`src/eecc_pkg.sv`:
```
package eecc_pkg;

   // Register offsets
   localparam logic [7:0] OFS_CTRL   = 8'h00;
   localparam logic [7:0] OFS_ADDR   = 8'h04;
   localparam logic [7:0] OFS_WDATA  = 8'h08;
   localparam logic [7:0] OFS_CMD    = 8'h0c;
   localparam logic [7:0] OFS_STATUS = 8'h10;
   localparam logic [7:0] OFS_RDATA  = 8'h14;

   // Control fields
   localparam int CTRL_PREFIX_BIT = 0;
   localparam int CTRL_ID_BIT     = 1;

   // Status fields
   localparam int ST_BUSY_BIT     = 0;
   localparam int ST_TIMEOUT_BIT  = 1;
   localparam int ST_PAGEERR_BIT  = 2;
   localparam int ST_WINMISS_BIT  = 3;
   localparam int ST_REFUSED_BIT  = 4;
   localparam int ST_MISMATCH_BIT = 5;
   localparam int ST_LOADED_BIT   = 6;

   // Commands
   localparam logic [2:0] CMD_READ    = 3'h1;
   localparam logic [2:0] CMD_LOAD    = 3'h2;
   localparam logic [2:0] CMD_FLUSH   = 3'h3;
   localparam logic [2:0] CMD_PROT_EN = 3'h4;
   localparam logic [2:0] CMD_PROT_OF = 3'h5;

   // Timing
   localparam int CLK_PERIOD_NS = 10;
   localparam int T_WP_NS       = 100;
   localparam int T_WPH_NS      = 50;
   localparam int T_ACC_NS      = 120;
   localparam int T_CEPH_NS     = 50;
   localparam int T_WC_MS       = 10;
   localparam int T_BLC_US      = 150;
   localparam int WP_CYC   = (T_WP_NS + CLK_PERIOD_NS - 1) / CLK_PERIOD_NS;
   localparam int WPH_CYC  = (T_WPH_NS + CLK_PERIOD_NS - 1) / CLK_PERIOD_NS;
   localparam int ACC_CYC  = (T_ACC_NS + CLK_PERIOD_NS - 1) / CLK_PERIOD_NS;
   localparam int CEPH_CYC = (T_CEPH_NS + CLK_PERIOD_NS - 1) / CLK_PERIOD_NS;
   localparam int WC_CYC   = T_WC_MS * 1000000 / CLK_PERIOD_NS;
   localparam int BLC_CYC  = T_BLC_US * 1000 / CLK_PERIOD_NS;
   localparam int TMR_W    = 20;

   // Command sequence tables; values arbitrary, match to the attached part
   localparam int PROT_EN_LEN = 3;
   localparam int PROT_OF_LEN = 6;
   localparam logic [16:0] SEQ_ADDR_A = 17'h01111;
   localparam logic [16:0] SEQ_ADDR_B = 17'h00222;
   localparam logic [7:0]  SEQ_D_EN0  = 8'h11;
   localparam logic [7:0]  SEQ_D_EN1  = 8'h22;
   localparam logic [7:0]  SEQ_D_EN2  = 8'h33;
   localparam logic [7:0]  SEQ_D_OF3  = 8'h44;
   localparam logic [7:0]  SEQ_D_OF5  = 8'h55;

   typedef struct packed {
      logic [16:0] addr;
      logic [7:0]  dq;
      logic        dq_oe;
      logic        ce_n;
      logic        oe_n;
      logic        we_n;
      logic        id_hv;
   } eecc_pins_t;

   localparam eecc_pins_t PINS_IDLE = '{addr: 17'h00000, dq: 8'h00, dq_oe: 1'b0,
                                        ce_n: 1'b1, oe_n: 1'b1, we_n: 1'b1,
                                        id_hv: 1'b0};

   typedef struct packed {
      logic [16:0] addr;
      logic [7:0]  data;
   } eecc_item_t;

   typedef enum logic [2:0] {S_IDLE, S_SEQ, S_WLOW, S_WHIGH, S_RSET, S_RGAP} eecc_state_t;

   typedef struct packed {
      logic [TMR_W-1:0] cnt;
   } eecc_tmr_t;

   function automatic eecc_item_t seq_item(input logic off, input logic [2:0] idx);
      eecc_item_t it;
      it.addr = (idx[0]) ? SEQ_ADDR_B : SEQ_ADDR_A;
      unique case (idx)
         3'h0:    it.data = SEQ_D_EN0;
         3'h1:    it.data = SEQ_D_EN1;
         3'h2:    it.data = off ? SEQ_D_OF3 : SEQ_D_EN2;
         3'h3:    it.data = SEQ_D_EN0;
         3'h4:    it.data = SEQ_D_EN1;
         default: it.data = SEQ_D_OF5;
      endcase
      return it;
   endfunction : seq_item

endpackage : eecc_pkg

```
`src/eecc_ctrl.sv`:
```
// Added by the designer: the address-and-strobe port and the register offsets.
`timescale 1ns/1ps
module eecc_ctrl
   import eecc_pkg::*;
#(
   parameter int WC_CYCLES  = WC_CYC,
   parameter int BLC_CYCLES = BLC_CYC
)(
   // Clock and reset
   input  wire logic        CLOCK,
   input  wire logic        RST_N,
   // Register port
   input  wire logic [7:0]  REG_ADDR,
   input  wire logic [31:0] REG_WDATA,
   input  wire logic        REG_WR,
   input  wire logic        REG_RD,
   output logic [31:0]      REG_RDATA,
   // Memory pins
   output eecc_pins_t       EE_PINS,
   input  wire logic [7:0]  EE_DQ_IN
);
   typedef struct packed {
      eecc_state_t st;
      logic [2:0]  cmd;
      logic [2:0]  seq_idx;
      logic [7:0]  scan;
      eecc_pins_t  pins;
      logic [16:0] poll_addr;
      logic        exp7;
      logic        exp_valid;
      logic        prev6;
      logic        have_prev;
      logic        fin;
      logic        wrote;
      logic        win_arm;
      logic [7:0]  rdata;
      logic        ctrl_prefix;
      logic        ctrl_id;
      logic [16:0] addr;
      logic [7:0]  wdata;
      logic [127:0] valid;
      logic [9:0]  page;
      logic        loaded;
      logic        f_timeout;
      logic        f_pageerr;
      logic        f_winmiss;
      logic        f_refused;
      logic        f_mismatch;
      logic [31:0] rd_out;
   } eecc_ctrl_t;

   eecc_ctrl_t       s_ff;
   eecc_ctrl_t       nxt_s;
   logic [7:0]       page_mem [128];
   logic             mem_we;
   logic             ph_load;
   logic [TMR_W-1:0] ph_val;
   logic             ph_done;
   logic             lt_load;
   logic [TMR_W-1:0] lt_val;
   logic             lt_done;
   logic [2:0]       seq_len;
   logic [31:0]      status;
   eecc_item_t       item;

   eecc_timer u_phase (
      .clk   (CLOCK),
      .rst_n (RST_N),
      .load  (ph_load),
      .value (ph_val),
      .done  (ph_done)
   );

   eecc_timer u_long (
      .clk   (CLOCK),
      .rst_n (RST_N),
      .load  (lt_load),
      .value (lt_val),
      .done  (lt_done)
   );

   always_comb begin
      nxt_s   = s_ff;
      mem_we  = 1'b0;
      ph_load = 1'b0;
      ph_val  = '0;
      lt_load = 1'b0;
      lt_val  = '0;
      item    = seq_item(s_ff.cmd == CMD_PROT_OF, s_ff.seq_idx);
      seq_len = 3'h0;
      if (s_ff.cmd == CMD_PROT_OF) begin
         seq_len = 3'(PROT_OF_LEN);
      end else if (s_ff.cmd == CMD_PROT_EN || s_ff.ctrl_prefix) begin
         seq_len = 3'(PROT_EN_LEN);
      end
      status = '0;
      status[ST_BUSY_BIT]     = (s_ff.st != S_IDLE);
      status[ST_TIMEOUT_BIT]  = s_ff.f_timeout;
      status[ST_PAGEERR_BIT]  = s_ff.f_pageerr;
      status[ST_WINMISS_BIT]  = s_ff.f_winmiss;
      status[ST_REFUSED_BIT]  = s_ff.f_refused;
      status[ST_MISMATCH_BIT] = s_ff.f_mismatch;
      status[ST_LOADED_BIT]   = s_ff.loaded;

      // Register reads, data one cycle later
      nxt_s.rd_out = '0;
      if (REG_RD) begin
         unique case (REG_ADDR)
            OFS_CTRL:   nxt_s.rd_out = {30'h0, s_ff.ctrl_id, s_ff.ctrl_prefix};
            OFS_ADDR:   nxt_s.rd_out = {15'h0, s_ff.addr};
            OFS_WDATA:  nxt_s.rd_out = {24'h0, s_ff.wdata};
            OFS_STATUS: nxt_s.rd_out = status;
            OFS_RDATA:  nxt_s.rd_out = {24'h0, s_ff.rdata};
            default:    nxt_s.rd_out = '0;
         endcase
      end

      // Register writes; flag clear by writing one
      if (REG_WR) begin
         unique case (REG_ADDR)
            OFS_CTRL: begin
               nxt_s.ctrl_prefix = REG_WDATA[CTRL_PREFIX_BIT];
               nxt_s.ctrl_id     = REG_WDATA[CTRL_ID_BIT];
            end
            OFS_ADDR:  nxt_s.addr  = REG_WDATA[16:0];
            OFS_WDATA: nxt_s.wdata = REG_WDATA[7:0];
            OFS_STATUS: begin
               if (REG_WDATA[ST_TIMEOUT_BIT])  nxt_s.f_timeout  = 1'b0;
               if (REG_WDATA[ST_PAGEERR_BIT])  nxt_s.f_pageerr  = 1'b0;
               if (REG_WDATA[ST_WINMISS_BIT])  nxt_s.f_winmiss  = 1'b0;
               if (REG_WDATA[ST_REFUSED_BIT])  nxt_s.f_refused  = 1'b0;
               if (REG_WDATA[ST_MISMATCH_BIT]) nxt_s.f_mismatch = 1'b0;
            end
            OFS_CMD: begin
               nxt_s.cmd = REG_WDATA[2:0];
               if (s_ff.st != S_IDLE) begin
                  nxt_s.f_refused = 1'b1;
                  nxt_s.cmd       = s_ff.cmd;
               end else if (REG_WDATA[2:0] == CMD_LOAD) begin
                  // One page only per load period
                  if (s_ff.loaded && s_ff.addr[16:7] != s_ff.page) begin
                     nxt_s.f_pageerr = 1'b1;
                  end else begin
                     mem_we = 1'b1;
                     nxt_s.valid[s_ff.addr[6:0]] = 1'b1;
                     nxt_s.page   = s_ff.addr[16:7];
                     nxt_s.loaded = 1'b1;
                  end
               end else if (REG_WDATA[2:0] == CMD_READ) begin
                  nxt_s.poll_addr = s_ff.addr;
                  nxt_s.pins.addr = s_ff.addr;
                  nxt_s.pins.ce_n = 1'b0;
                  nxt_s.pins.oe_n = 1'b0;
                  nxt_s.fin       = 1'b1;
                  ph_load = 1'b1;
                  ph_val  = TMR_W'(ACC_CYC);
                  nxt_s.st = S_RSET;
               end else if (REG_WDATA[2:0] == CMD_FLUSH || REG_WDATA[2:0] == CMD_PROT_EN ||
                            REG_WDATA[2:0] == CMD_PROT_OF) begin
                  nxt_s.seq_idx   = 3'h0;
                  nxt_s.scan      = 8'h00;
                  nxt_s.wrote     = 1'b0;
                  nxt_s.win_arm   = 1'b0;
                  nxt_s.exp_valid = 1'b0;
                  nxt_s.st        = S_SEQ;
               end else begin
                  nxt_s.f_refused = 1'b1;
               end
            end
            default: ;
         endcase
      end
      nxt_s.pins.id_hv = s_ff.ctrl_id;

      // Page bytes must follow each other inside the load window
      if (s_ff.win_arm && lt_done && s_ff.st inside {S_SEQ, S_WLOW, S_WHIGH}) begin
         nxt_s.f_winmiss = 1'b1;
      end

      unique case (s_ff.st)
         S_IDLE: ;
         S_SEQ: begin
            if (s_ff.seq_idx < seq_len) begin
               // Command bytes written with page timing, not kept
               nxt_s.pins.addr  = item.addr;
               nxt_s.pins.dq    = item.data;
               nxt_s.pins.dq_oe = 1'b1;
               nxt_s.pins.oe_n  = 1'b1;
               nxt_s.pins.ce_n  = 1'b0;
               nxt_s.pins.we_n  = 1'b0;
               nxt_s.seq_idx    = s_ff.seq_idx + 3'h1;
               nxt_s.exp_valid  = 1'b0;
               nxt_s.poll_addr  = item.addr;
               ph_load = 1'b1;
               ph_val  = TMR_W'(WP_CYC);
               nxt_s.st = S_WLOW;
            end else if (s_ff.cmd == CMD_FLUSH && !s_ff.scan[7]) begin
               nxt_s.scan = s_ff.scan + 8'h01;
               if (s_ff.valid[s_ff.scan[6:0]]) begin
                  // Only loaded bytes go out, one strobe each
                  nxt_s.valid[s_ff.scan[6:0]] = 1'b0;
                  nxt_s.pins.addr  = {s_ff.page, s_ff.scan[6:0]};
                  nxt_s.pins.dq    = page_mem[s_ff.scan[6:0]];
                  nxt_s.pins.dq_oe = 1'b1;
                  nxt_s.pins.oe_n  = 1'b1;
                  nxt_s.pins.ce_n  = 1'b0;
                  nxt_s.pins.we_n  = 1'b0;
                  nxt_s.exp7       = page_mem[s_ff.scan[6:0]][7];
                  nxt_s.exp_valid  = 1'b1;
                  nxt_s.poll_addr  = {s_ff.page, s_ff.scan[6:0]};
                  ph_load = 1'b1;
                  ph_val  = TMR_W'(WP_CYC);
                  nxt_s.st = S_WLOW;
               end
            end else if (!s_ff.wrote) begin
               nxt_s.loaded = 1'b0;
               nxt_s.st     = S_IDLE;
            end else begin
               // Device finishes by its own timer; watch with reads
               nxt_s.loaded    = 1'b0;
               nxt_s.win_arm   = 1'b0;
               nxt_s.have_prev = 1'b0;
               nxt_s.fin       = 1'b0;
               nxt_s.pins.addr = s_ff.poll_addr;
               nxt_s.pins.ce_n = 1'b0;
               nxt_s.pins.oe_n = 1'b0;
               lt_load = 1'b1;
               lt_val  = TMR_W'(WC_CYCLES);
               ph_load = 1'b1;
               ph_val  = TMR_W'(ACC_CYC);
               nxt_s.st = S_RSET;
            end
         end
         S_WLOW: begin
            if (ph_done) begin
               nxt_s.pins.we_n = 1'b1;
               ph_load = 1'b1;
               ph_val  = TMR_W'(WPH_CYC);
               nxt_s.st = S_WHIGH;
            end
         end
         S_WHIGH: begin
            if (ph_done) begin
               nxt_s.pins.ce_n  = 1'b1;
               nxt_s.pins.dq_oe = 1'b0;
               nxt_s.wrote      = 1'b1;
               nxt_s.win_arm    = 1'b1;
               lt_load = 1'b1;
               lt_val  = TMR_W'(BLC_CYCLES);
               nxt_s.st = S_SEQ;
            end
         end
         S_RSET: begin
            if (ph_done) begin
               nxt_s.pins.ce_n = 1'b1;
               nxt_s.pins.oe_n = 1'b1;
               nxt_s.rdata     = EE_DQ_IN;
               ph_load = 1'b1;
               ph_val  = TMR_W'(CEPH_CYC);
               nxt_s.st = S_RGAP;
               if (s_ff.cmd != CMD_READ) begin
                  nxt_s.prev6     = EE_DQ_IN[6];
                  nxt_s.have_prev = 1'b1;
                  if (s_ff.have_prev && EE_DQ_IN[6] == s_ff.prev6) begin
                     nxt_s.fin = 1'b1;
                     // Poll bit still inverted means nothing was stored
                     if (s_ff.exp_valid && EE_DQ_IN[7] != s_ff.exp7) begin
                        nxt_s.f_mismatch = 1'b1;
                     end
                  end else if (lt_done) begin
                     nxt_s.fin       = 1'b1;
                     nxt_s.f_timeout = 1'b1;
                  end
               end
            end
         end
         S_RGAP: begin
            if (ph_done) begin
               if (s_ff.fin) begin
                  nxt_s.st = S_IDLE;
               end else begin
                  nxt_s.pins.ce_n = 1'b0;
                  nxt_s.pins.oe_n = 1'b0;
                  ph_load = 1'b1;
                  ph_val  = TMR_W'(ACC_CYC);
                  nxt_s.st = S_RSET;
               end
            end
         end
      endcase
   end

   always_ff @(posedge CLOCK) begin
      if (!RST_N) begin
         s_ff      <= '0;
         s_ff.pins <= PINS_IDLE;
      end else begin
         s_ff <= nxt_s;
      end
   end

   always_ff @(posedge CLOCK) begin
      if (mem_we) begin
         page_mem[s_ff.addr[6:0]] <= s_ff.wdata;
      end
   end

   assign REG_RDATA = s_ff.rd_out;
   assign EE_PINS   = s_ff.pins;
endmodule : eecc_ctrl

```
`src/eecc_timer.sv`:
```
`timescale 1ns/1ps
module eecc_timer
   import eecc_pkg::*;
(
   // Clock and reset
   input  wire logic             clk,
   input  wire logic             rst_n,
   // Control
   input  wire logic             load,
   input  wire logic [TMR_W-1:0] value,
   output logic                  done
);
   eecc_tmr_t s_ff;
   eecc_tmr_t nxt_s;

   always_comb begin
      nxt_s = s_ff;
      if (load) begin
         nxt_s.cnt = value;
      end else if (s_ff.cnt != '0) begin
         nxt_s.cnt = s_ff.cnt - 1'b1;
      end
   end

   always_ff @(posedge clk) begin
      if (!rst_n) begin
         s_ff <= '0;
      end else begin
         s_ff <= nxt_s;
      end
   end

   assign done = (s_ff.cnt == '0);
endmodule : eecc_timer

```
`config.mk`:
```
export PLATFORM = sky130hd
export DESIGN_NAME = eecc_ctrl
export DESIGN_NICKNAME = d
export VERILOG_FILES = /design/src/eecc_pkg.sv /design/src/eecc_ctrl.sv /design/src/eecc_timer.sv
export SDC_FILE = /design/constraint.sdc
export NUM_CORES = 2
export LEC_CHECK = 0
export BUFFER_PORTS_ARGS = -buffer_cell sky130_fd_sc_hd__buf_2
export CAP_MARGIN = 20
export CORE_UTILIZATION = 26
export DETAILED_ROUTE_END_ITERATION = 16
export PLACE_DENSITY = 0.51
export SETUP_SLACK_MARGIN = 0.15
export SYNTH_ARGS = -nofsm -noshare
export SYNTH_HDL_FRONTEND = slang
export SYNTH_SLANG_ARGS = --single-unit
export TNS_END_PERCENT = 30
```
`constraint.sdc`:
```
create_clock -name CLOCK -period 3 [get_ports CLOCK]
set_input_delay 0.15 -clock CLOCK [delete_from_list [all_inputs] [get_ports CLOCK]]
set_output_delay 0.15 -clock CLOCK [all_outputs]
set_load 0.05 [all_outputs]
```
### Word-level counts from Yosys, hierarchy flattened

Memory sizes are Yosys's and may differ from the RTL's. A register that Yosys moved wholly into a read port is not among the register bits.
Index checks and enable logic that the tools add are counted.

| operators by class | value |
|---|---|
| add/sub/neg operators | 4 |
| order comparisons | 5 |
| equality and inequality tests | 43 |
| muxes and demuxes | 186 |
| bitwise logic cells | 6 |
| reductions and logical operators | 50 |

Operators by type and width:

| cell | number |
|---|---|
| 139-bit two-way mux | 4 |
| 128-bit two-way mux | 4 |
| 20-bit two-way mux | 14 |
| 17-bit two-way mux | 9 |
| 144-bit two-way mux | 1 |
| 128-bit bitwise AND | 1 |
| 128-bit NOT | 1 |
| 128-bit bitwise OR | 1 |
| 17-bit case mux with 5 select lines | 1 |
| 1-bit two-way mux | 72 |
| 34-bit two-way mux | 2 |
| 3-bit two-way mux | 20 |
| 20-bit case mux with 3 select lines | 1 |
| 29-bit two-way mux | 2 |
| 19-bit two-way mux | 3 |
| 28-bit two-way mux | 2 |
| 20-bit logical NOT | 2 |
| 2-bit two-way mux | 20 |
| 20-bit case mux with 2 select lines | 1 |
| 20-bit nonzero test | 2 |
| 20-bit by 1-bit subtractor with 20-bit output, second input constant | 2 |
| 36-bit two-way mux | 1 |
| 2-bit inequality test, second input constant | 12 |
| 11-bit two-way mux | 2 |
| 44 further kinds | 114 |

| word-level totals | value |
|---|---|
| bits in registers | 322 |
| bits in writable memories | 1024 |
| bits of input ports | 52 |
| output and inout bits | 62 |
| logic and storage cells | 330 |
| memories kept | 1 |

Memory list:

| memory | words | width | read ports | clocked after Yosys merged registers in | write ports | line | source |
|---|---|---|---|---|---|---|---|
| page_mem | 128 | 8 | 1 | 1 | 1 | eecc_ctrl.sv:54 | `logic [7:0] page_mem [128];` |

### Depth between registers and ports, before layout

| logic depth | value |
|---|---|
| depth in word-level cells | 15 |
| mapped depth | 13 |
| mapped depth without buffers | 9 |

### Hierarchy

A second synthesis with hierarchy kept.

| second synthesis, totals | value |
|---|---|
| cells, all modules | 3705 |
| area total of the unflattened synthesis | 53147.2 sq um |

Modules (own cells, without submodules):

| module | instances | cells an instance | area an instance (sq um) | seq. area each (sq um) |
|---|---|---|---|---|
| eecc_ctrl | 1 | 3461 | 50972.6 | 36094.6 |
| eecc_timer | 2 | 122 | 1087.3 | 400.4 |

### Least setup slack after synthesis

Ideal clock, no wire load.

| timing | value |
|---|---|
| path kind | register to register |
| start point | reg s_ff[265] in the netlist's numbering |
| end point | reg s_ff, in the netlist EE_PINS[2] |
| setup time | 134 ps |
| arrival | 2864 ps |
| required time | 2866 ps |
| path slack | 2 ps |
| cell stages (with the launch flop) | 10 |
| buffers on the path | 2 |
| period minus slack after synthesis | 2998 ps |
| cell sequence | dfxtp_1 -> buf_6 -> buf_6 -> mux4_2 -> mux4_2 -> mux2_2 -> o22a_2 -> nand4_4 -> nand2_4 -> or4b_1 |

| on the way | value |
|---|---|
| word-level cells in the longest chain between the ends | 6 |

RTL lines:

| element | line | source |
|---|---|---|
| from (decl) | eecc_ctrl.sv:52 | `eecc_ctrl_t s_ff;` |
| from (signal assigned) | eecc_ctrl.sv:298 | `s_ff <= nxt_s;` |
| 1-bit binary-select mux with 7-bit select | eecc_ctrl.sv:199 | `if (s_ff.valid[s_ff.scan[6:0]]) begin` |
| 1-bit two-way mux (not written as such) | eecc_ctrl.sv:199 |  |
| 29-bit two-way mux | eecc_ctrl.sv:199 |  |
| 2-bit two-way mux | eecc_ctrl.sv:197 | `end else if (s_ff.cmd == CMD_FLUSH && !s_ff.scan[7]) begin` |
| 29-bit two-way mux | eecc_ctrl.sv:183 | `if (s_ff.seq_idx < seq_len) begin` |
| 1-bit case mux with 3 select lines | eecc_ctrl.sv:180 | `unique case (s_ff.st)` |

Every way passes these cells. The select of a mux whose other input is x is not followed.
A chain may end at the register's enable or synchronous reset.

### Worst setup path after layout

| timing | value |
|---|---|
| start point | reg s_ff[265] in the netlist's numbering |
| end point | reg u_phase.s_ff[4] in the netlist's numbering |

| on the way | value |
|---|---|
| word-level cells in the longest chain between the ends | 7 |
| elaborated cells on any way between the ends | 8 |
| classes of those cells | mux: 7; reduce/logical: 1 |

RTL lines:

| element | line | source |
|---|---|---|
| 1-bit binary-select mux with 7-bit select (*) | eecc_ctrl.sv:199 |  |
| 1-bit two-way mux (not written as such) (*) | eecc_ctrl.sv:199 |  |
| 1-bit two-way mux (*) | eecc_ctrl.sv:199 |  |
| 1-bit two-way mux (*) | eecc_ctrl.sv:197 |  |
| 1-bit two-way mux (*) | eecc_ctrl.sv:183 |  |
| 1-bit case mux with 3 select lines (*) | eecc_ctrl.sv:180 |  |
| 20-bit two-way mux / 2-bit nonzero test (equally long branches) | n/a |  |
| to (signal assigned) | eecc_timer.sv:29 | `s_ff <= nxt_s;` |
| to (decl) | eecc_timer.sv:13 | `eecc_tmr_t s_ff;` |

Mark *: on every way between the ends. The rest lies on a longest branch, timed or not. The select of a mux whose other input is x is not followed.

==> results.json <==
{
  "viasPerCell": 5.21,
  "synthFlopType": "edfxtp_1",
  "fin_skew_ns": 0.0464,
  "gp_congestion": 0.876,
  "rsz0062_at_grt": "yes",
  "hold_viol": 0,
  "nets": 4289,
  "hold_class": "input port to flip-flop",
  "min_period_over_period": 1.05,
  "overflow": 0,
  "fin_ws_ns": -0.142,
  "syn_to_final_growth_pct": 31.5,
  "rr_startpoint": "s_ff[265]",
  "route.detailed.drc": 0,
  "synthCells": 3619,
  "yosys.cell_types.count": 92,
  "start_util": 0.263,
  "grt_use_total": 0.180,
  "die_x_um": 452,
  "drtAntennaViolNets": 0,
  "htree_levels": 4,
  "fin_cells": 7018,
  "violations": "setup timing",
  "ys_seq_area_frac": 0.700,
  "clock_sinks": 1331,
  "cts_tree": "done",
  "power_per_cell_area_nw_per_um2": 570,
  "final_core_util": 0.346,
  "grt_max_degree": 132,
  "dieArea_um2": 204000,
  "fmaxAchievable_mhz": 318,
  "period_minus_slack_ns": 3.14,
  "r2r-end": "u_phase.s_ff[4]",
  "clk_pin_slew_ns": 0.06,
  "root_buffer": "clkbuf_16",
  "async_reset_ff_frac": 0,
  "reg2reg_slack_ns": -0.14,
  "grt_pass1_vias": 35361,
  "setup_viol": 168,
  "yosys_warnings": 0,
  "critPathLaunch": "s_ff[265]",
  "syn-mean-instance-area_um2": 14.6,
  "vias": 36581,
  "drt_wl_total_mm": 190,
  "ios": 114,
  "dp_cells": 6645,
  "slew_viol_final": 0,
  "clk_path_buf_depth": 3,
  "clk_latency_ns": 0.82,
  "num_rows": 164,
  "fin_area_um2": 69300,
  "crit_arrival_ns": 3.86,
  "drt_pass1_iterations": 8,
  "endpoint_kind": "flip-flop",
  "relSlewSlack": 0.289,
  "endpoint": "u_phase.s_ff[4]",
  "antenna_found_initial": 12,
  "placed_cell_area_um2": 61500,
  "cellLeakagePower_nw": 24.7,
  "drive_above_1_share": 0.304,
  "synth_edf_count": 1024,
  "ys_ff_latch": 1331,
  "required_ns": 3.72,
  "tightest_slew_ns": 1.06,
  "crit_type": "flip-flop to flip-flop",
  "core_area_um2": 200000,
  "status": "complete, but fails checks",
  "portBuffers": 83,
  "post-dp-hpwl_mm": 124,
  "startpoint_type": "flip-flop",
  "r2r_cells": 10,
  "die_h_um": 452,
  "cts_buffers": 146,
  "drv_cap": 0,
  "critPathMaxFanout": 8,
  "grt_pass1_wl_mm": 267,
  "routedWlPerCell_um": 27.0,
  "ir_worst_vdd_uv": 619,
  "drt_iter0_drc": 3978,
  "synth_area_um2": 52700
}
## cell usage after synthesis, types with 13 or more instances
cell type,count,area share
buf_1,31,0.0022
nand4_1,39,0.0046
nor3_1,43,0.0041
mux4_2,46,0.020
clkbuf_1,193,0.014
buf_2,32,0.0030
nand2_1,179,0.013
o21ai_0,41,0.0039
o22ai_1,17,0.0020
or4_1,14,0.0020
a21oi_1,106,0.010
xnor2_1,29,0.0048
inv_1,23,0.0016
mux2i_1,49,0.0093
buf_4,64,0.0091
nor2_1,152,0.011
a211oi_1,20,0.0028
a22oi_1,401,0.057
nand2b_1,13,0.0015
dfxtp_1,307,0.12
and2_1,117,0.014
nand3_1,69,0.0066
a41oi_1,63,0.010
nand3b_1,13,0.0019
o221a_2,126,0.027
a221oi_1,32,0.0053
edfxtp_1,1024,0.58
nor4_1,37,0.0044
xor2_1,18,0.0030
a31oi_1,25,0.0030
mux2_2,20,0.0043
nor2b_1,13,0.0015
a22o_1,36,0.0060
## where the power goes
group	total, mW	leakage [nW]	internal, mW	switching, mW
sequential	20.0	12.7	19.8	0.195
combinational	2.18	9.80	0.957	1.22
clock	17.4	2.23	9.60	7.77
## cell usage in the layout, fill, tap and decap left out, types with 63 or more instances in the layout
cell type	synthesis	routed
edfxtp_1	1024	1024
buf_4	64	426
a22oi_1	401	389
dfxtp_1	307	295
nand2_1	179	168
buf_12	0	167
clkbuf_16	0	148
nor2_1	152	125
and2_1	117	105
a21oi_1	106	100
o221a_4	0	89
buf_2	32	82
nand3_1	69	63
## stage by stage
step	setup TNS, ns	power (mW)	hold WS [ns]	setup slack, ns
6_report	-12.02	39.5	0.0875	-0.142
5_1_grt	-17.60	40.7	0.0951	-0.166
4_1_cts	-11.84	39.7	0.0229	-0.119
3_5_place_dp	-77.90	22.3	0.389	-0.561
3_3_place_gp	-70.91	22.3	0.386	-0.553
2_1_floorplan	0	21.8	0.246	0.0699
## routing by layer
metal | part of all wire | track usage
met5 | 0 | 0
met4 | 0.031 | 0.0583
met3 | 0.081 | 0.0356
met2 | 0.46 | 0.285
met1 | 0.43 | 0.246
## how the worst min path moves through the flow
stage	start	endpoint	cells after the start
3_3_place_gp	REG_WDATA[4]	s_ff[33]	2
6_report	REG_ADDR[0]	nxt_s[235]	7
2_1_floorplan	REG_WDATA[4]	s_ff[33]	1
4_1_cts	REG_ADDR[7]	s_ff[281]	7
5_1_grt	REG_ADDR[0]	nxt_s[235]	7
3_5_place_dp	REG_WDATA[4]	s_ff[33]	2
## sequential cells by signal (all words and copies together) (netlist names)
register      count
EE_PINS          30
REG_RDATA        17
u_phase.s_ff     20
page_mem       1024
s_ff            219
u_long.s_ff      20
nxt_s             1
## cells by family after synthesis
group,Yosys count,synth area share
multiplexers,115,0.0332
buffers and inverters,348,0.0305
other,1,0.0000712
AND/OR/NAND/NOR,774,0.0775
flip-flops,1331,0.700
adder cells (fa/ha/maj),11,0.00261
AO/OA/AOI/OAI,992,0.148
XOR/XNOR,47,0.00781
## critical path, cell delays in order (launching register included)
cell and delay, ns:
dfxtp_4 0.39, buf_6 0.11, buf_8 0.13, mux4_2 0.50, mux4_2 0.54, mux2_4 0.31, o22a_4 0.31, a21oi_4 0.27
o21bai_4 0.14, buf_12 0.22, a21oi_4 0.10
## cell type report
| cell class | instances | area [µm²] |
|---|---|---|
| Clock inverter | 83 | 767 |
| Inverter | 25 | 95.1 |
| Tap cell | 2656 | 3320 |
| Antenna cell | 15 | 37.5 |
| Multi-Input combinational cell | 1956 | 16200 |
| Clock buffer | 186 | 3850 |
| Timing Repair Buffer | 766 | 8100 |
| Fill cell | 19071 | 131000 |
| Sequential cell | 1331 | 36900 |
## what timing repair did
item / in CTS / in global routing
pin swaps: 51 / 141
gates resized for setup: 165 / 207
cloned: 12 / 1
hold buffers: 47 / 0
endpoints found under the hold margin: 90 / 0
buffers inserted: 21 / 8
endpoints found under the setup margin: 1232 / 1221
No activity file was read; power rests on OpenSTA's default activity.
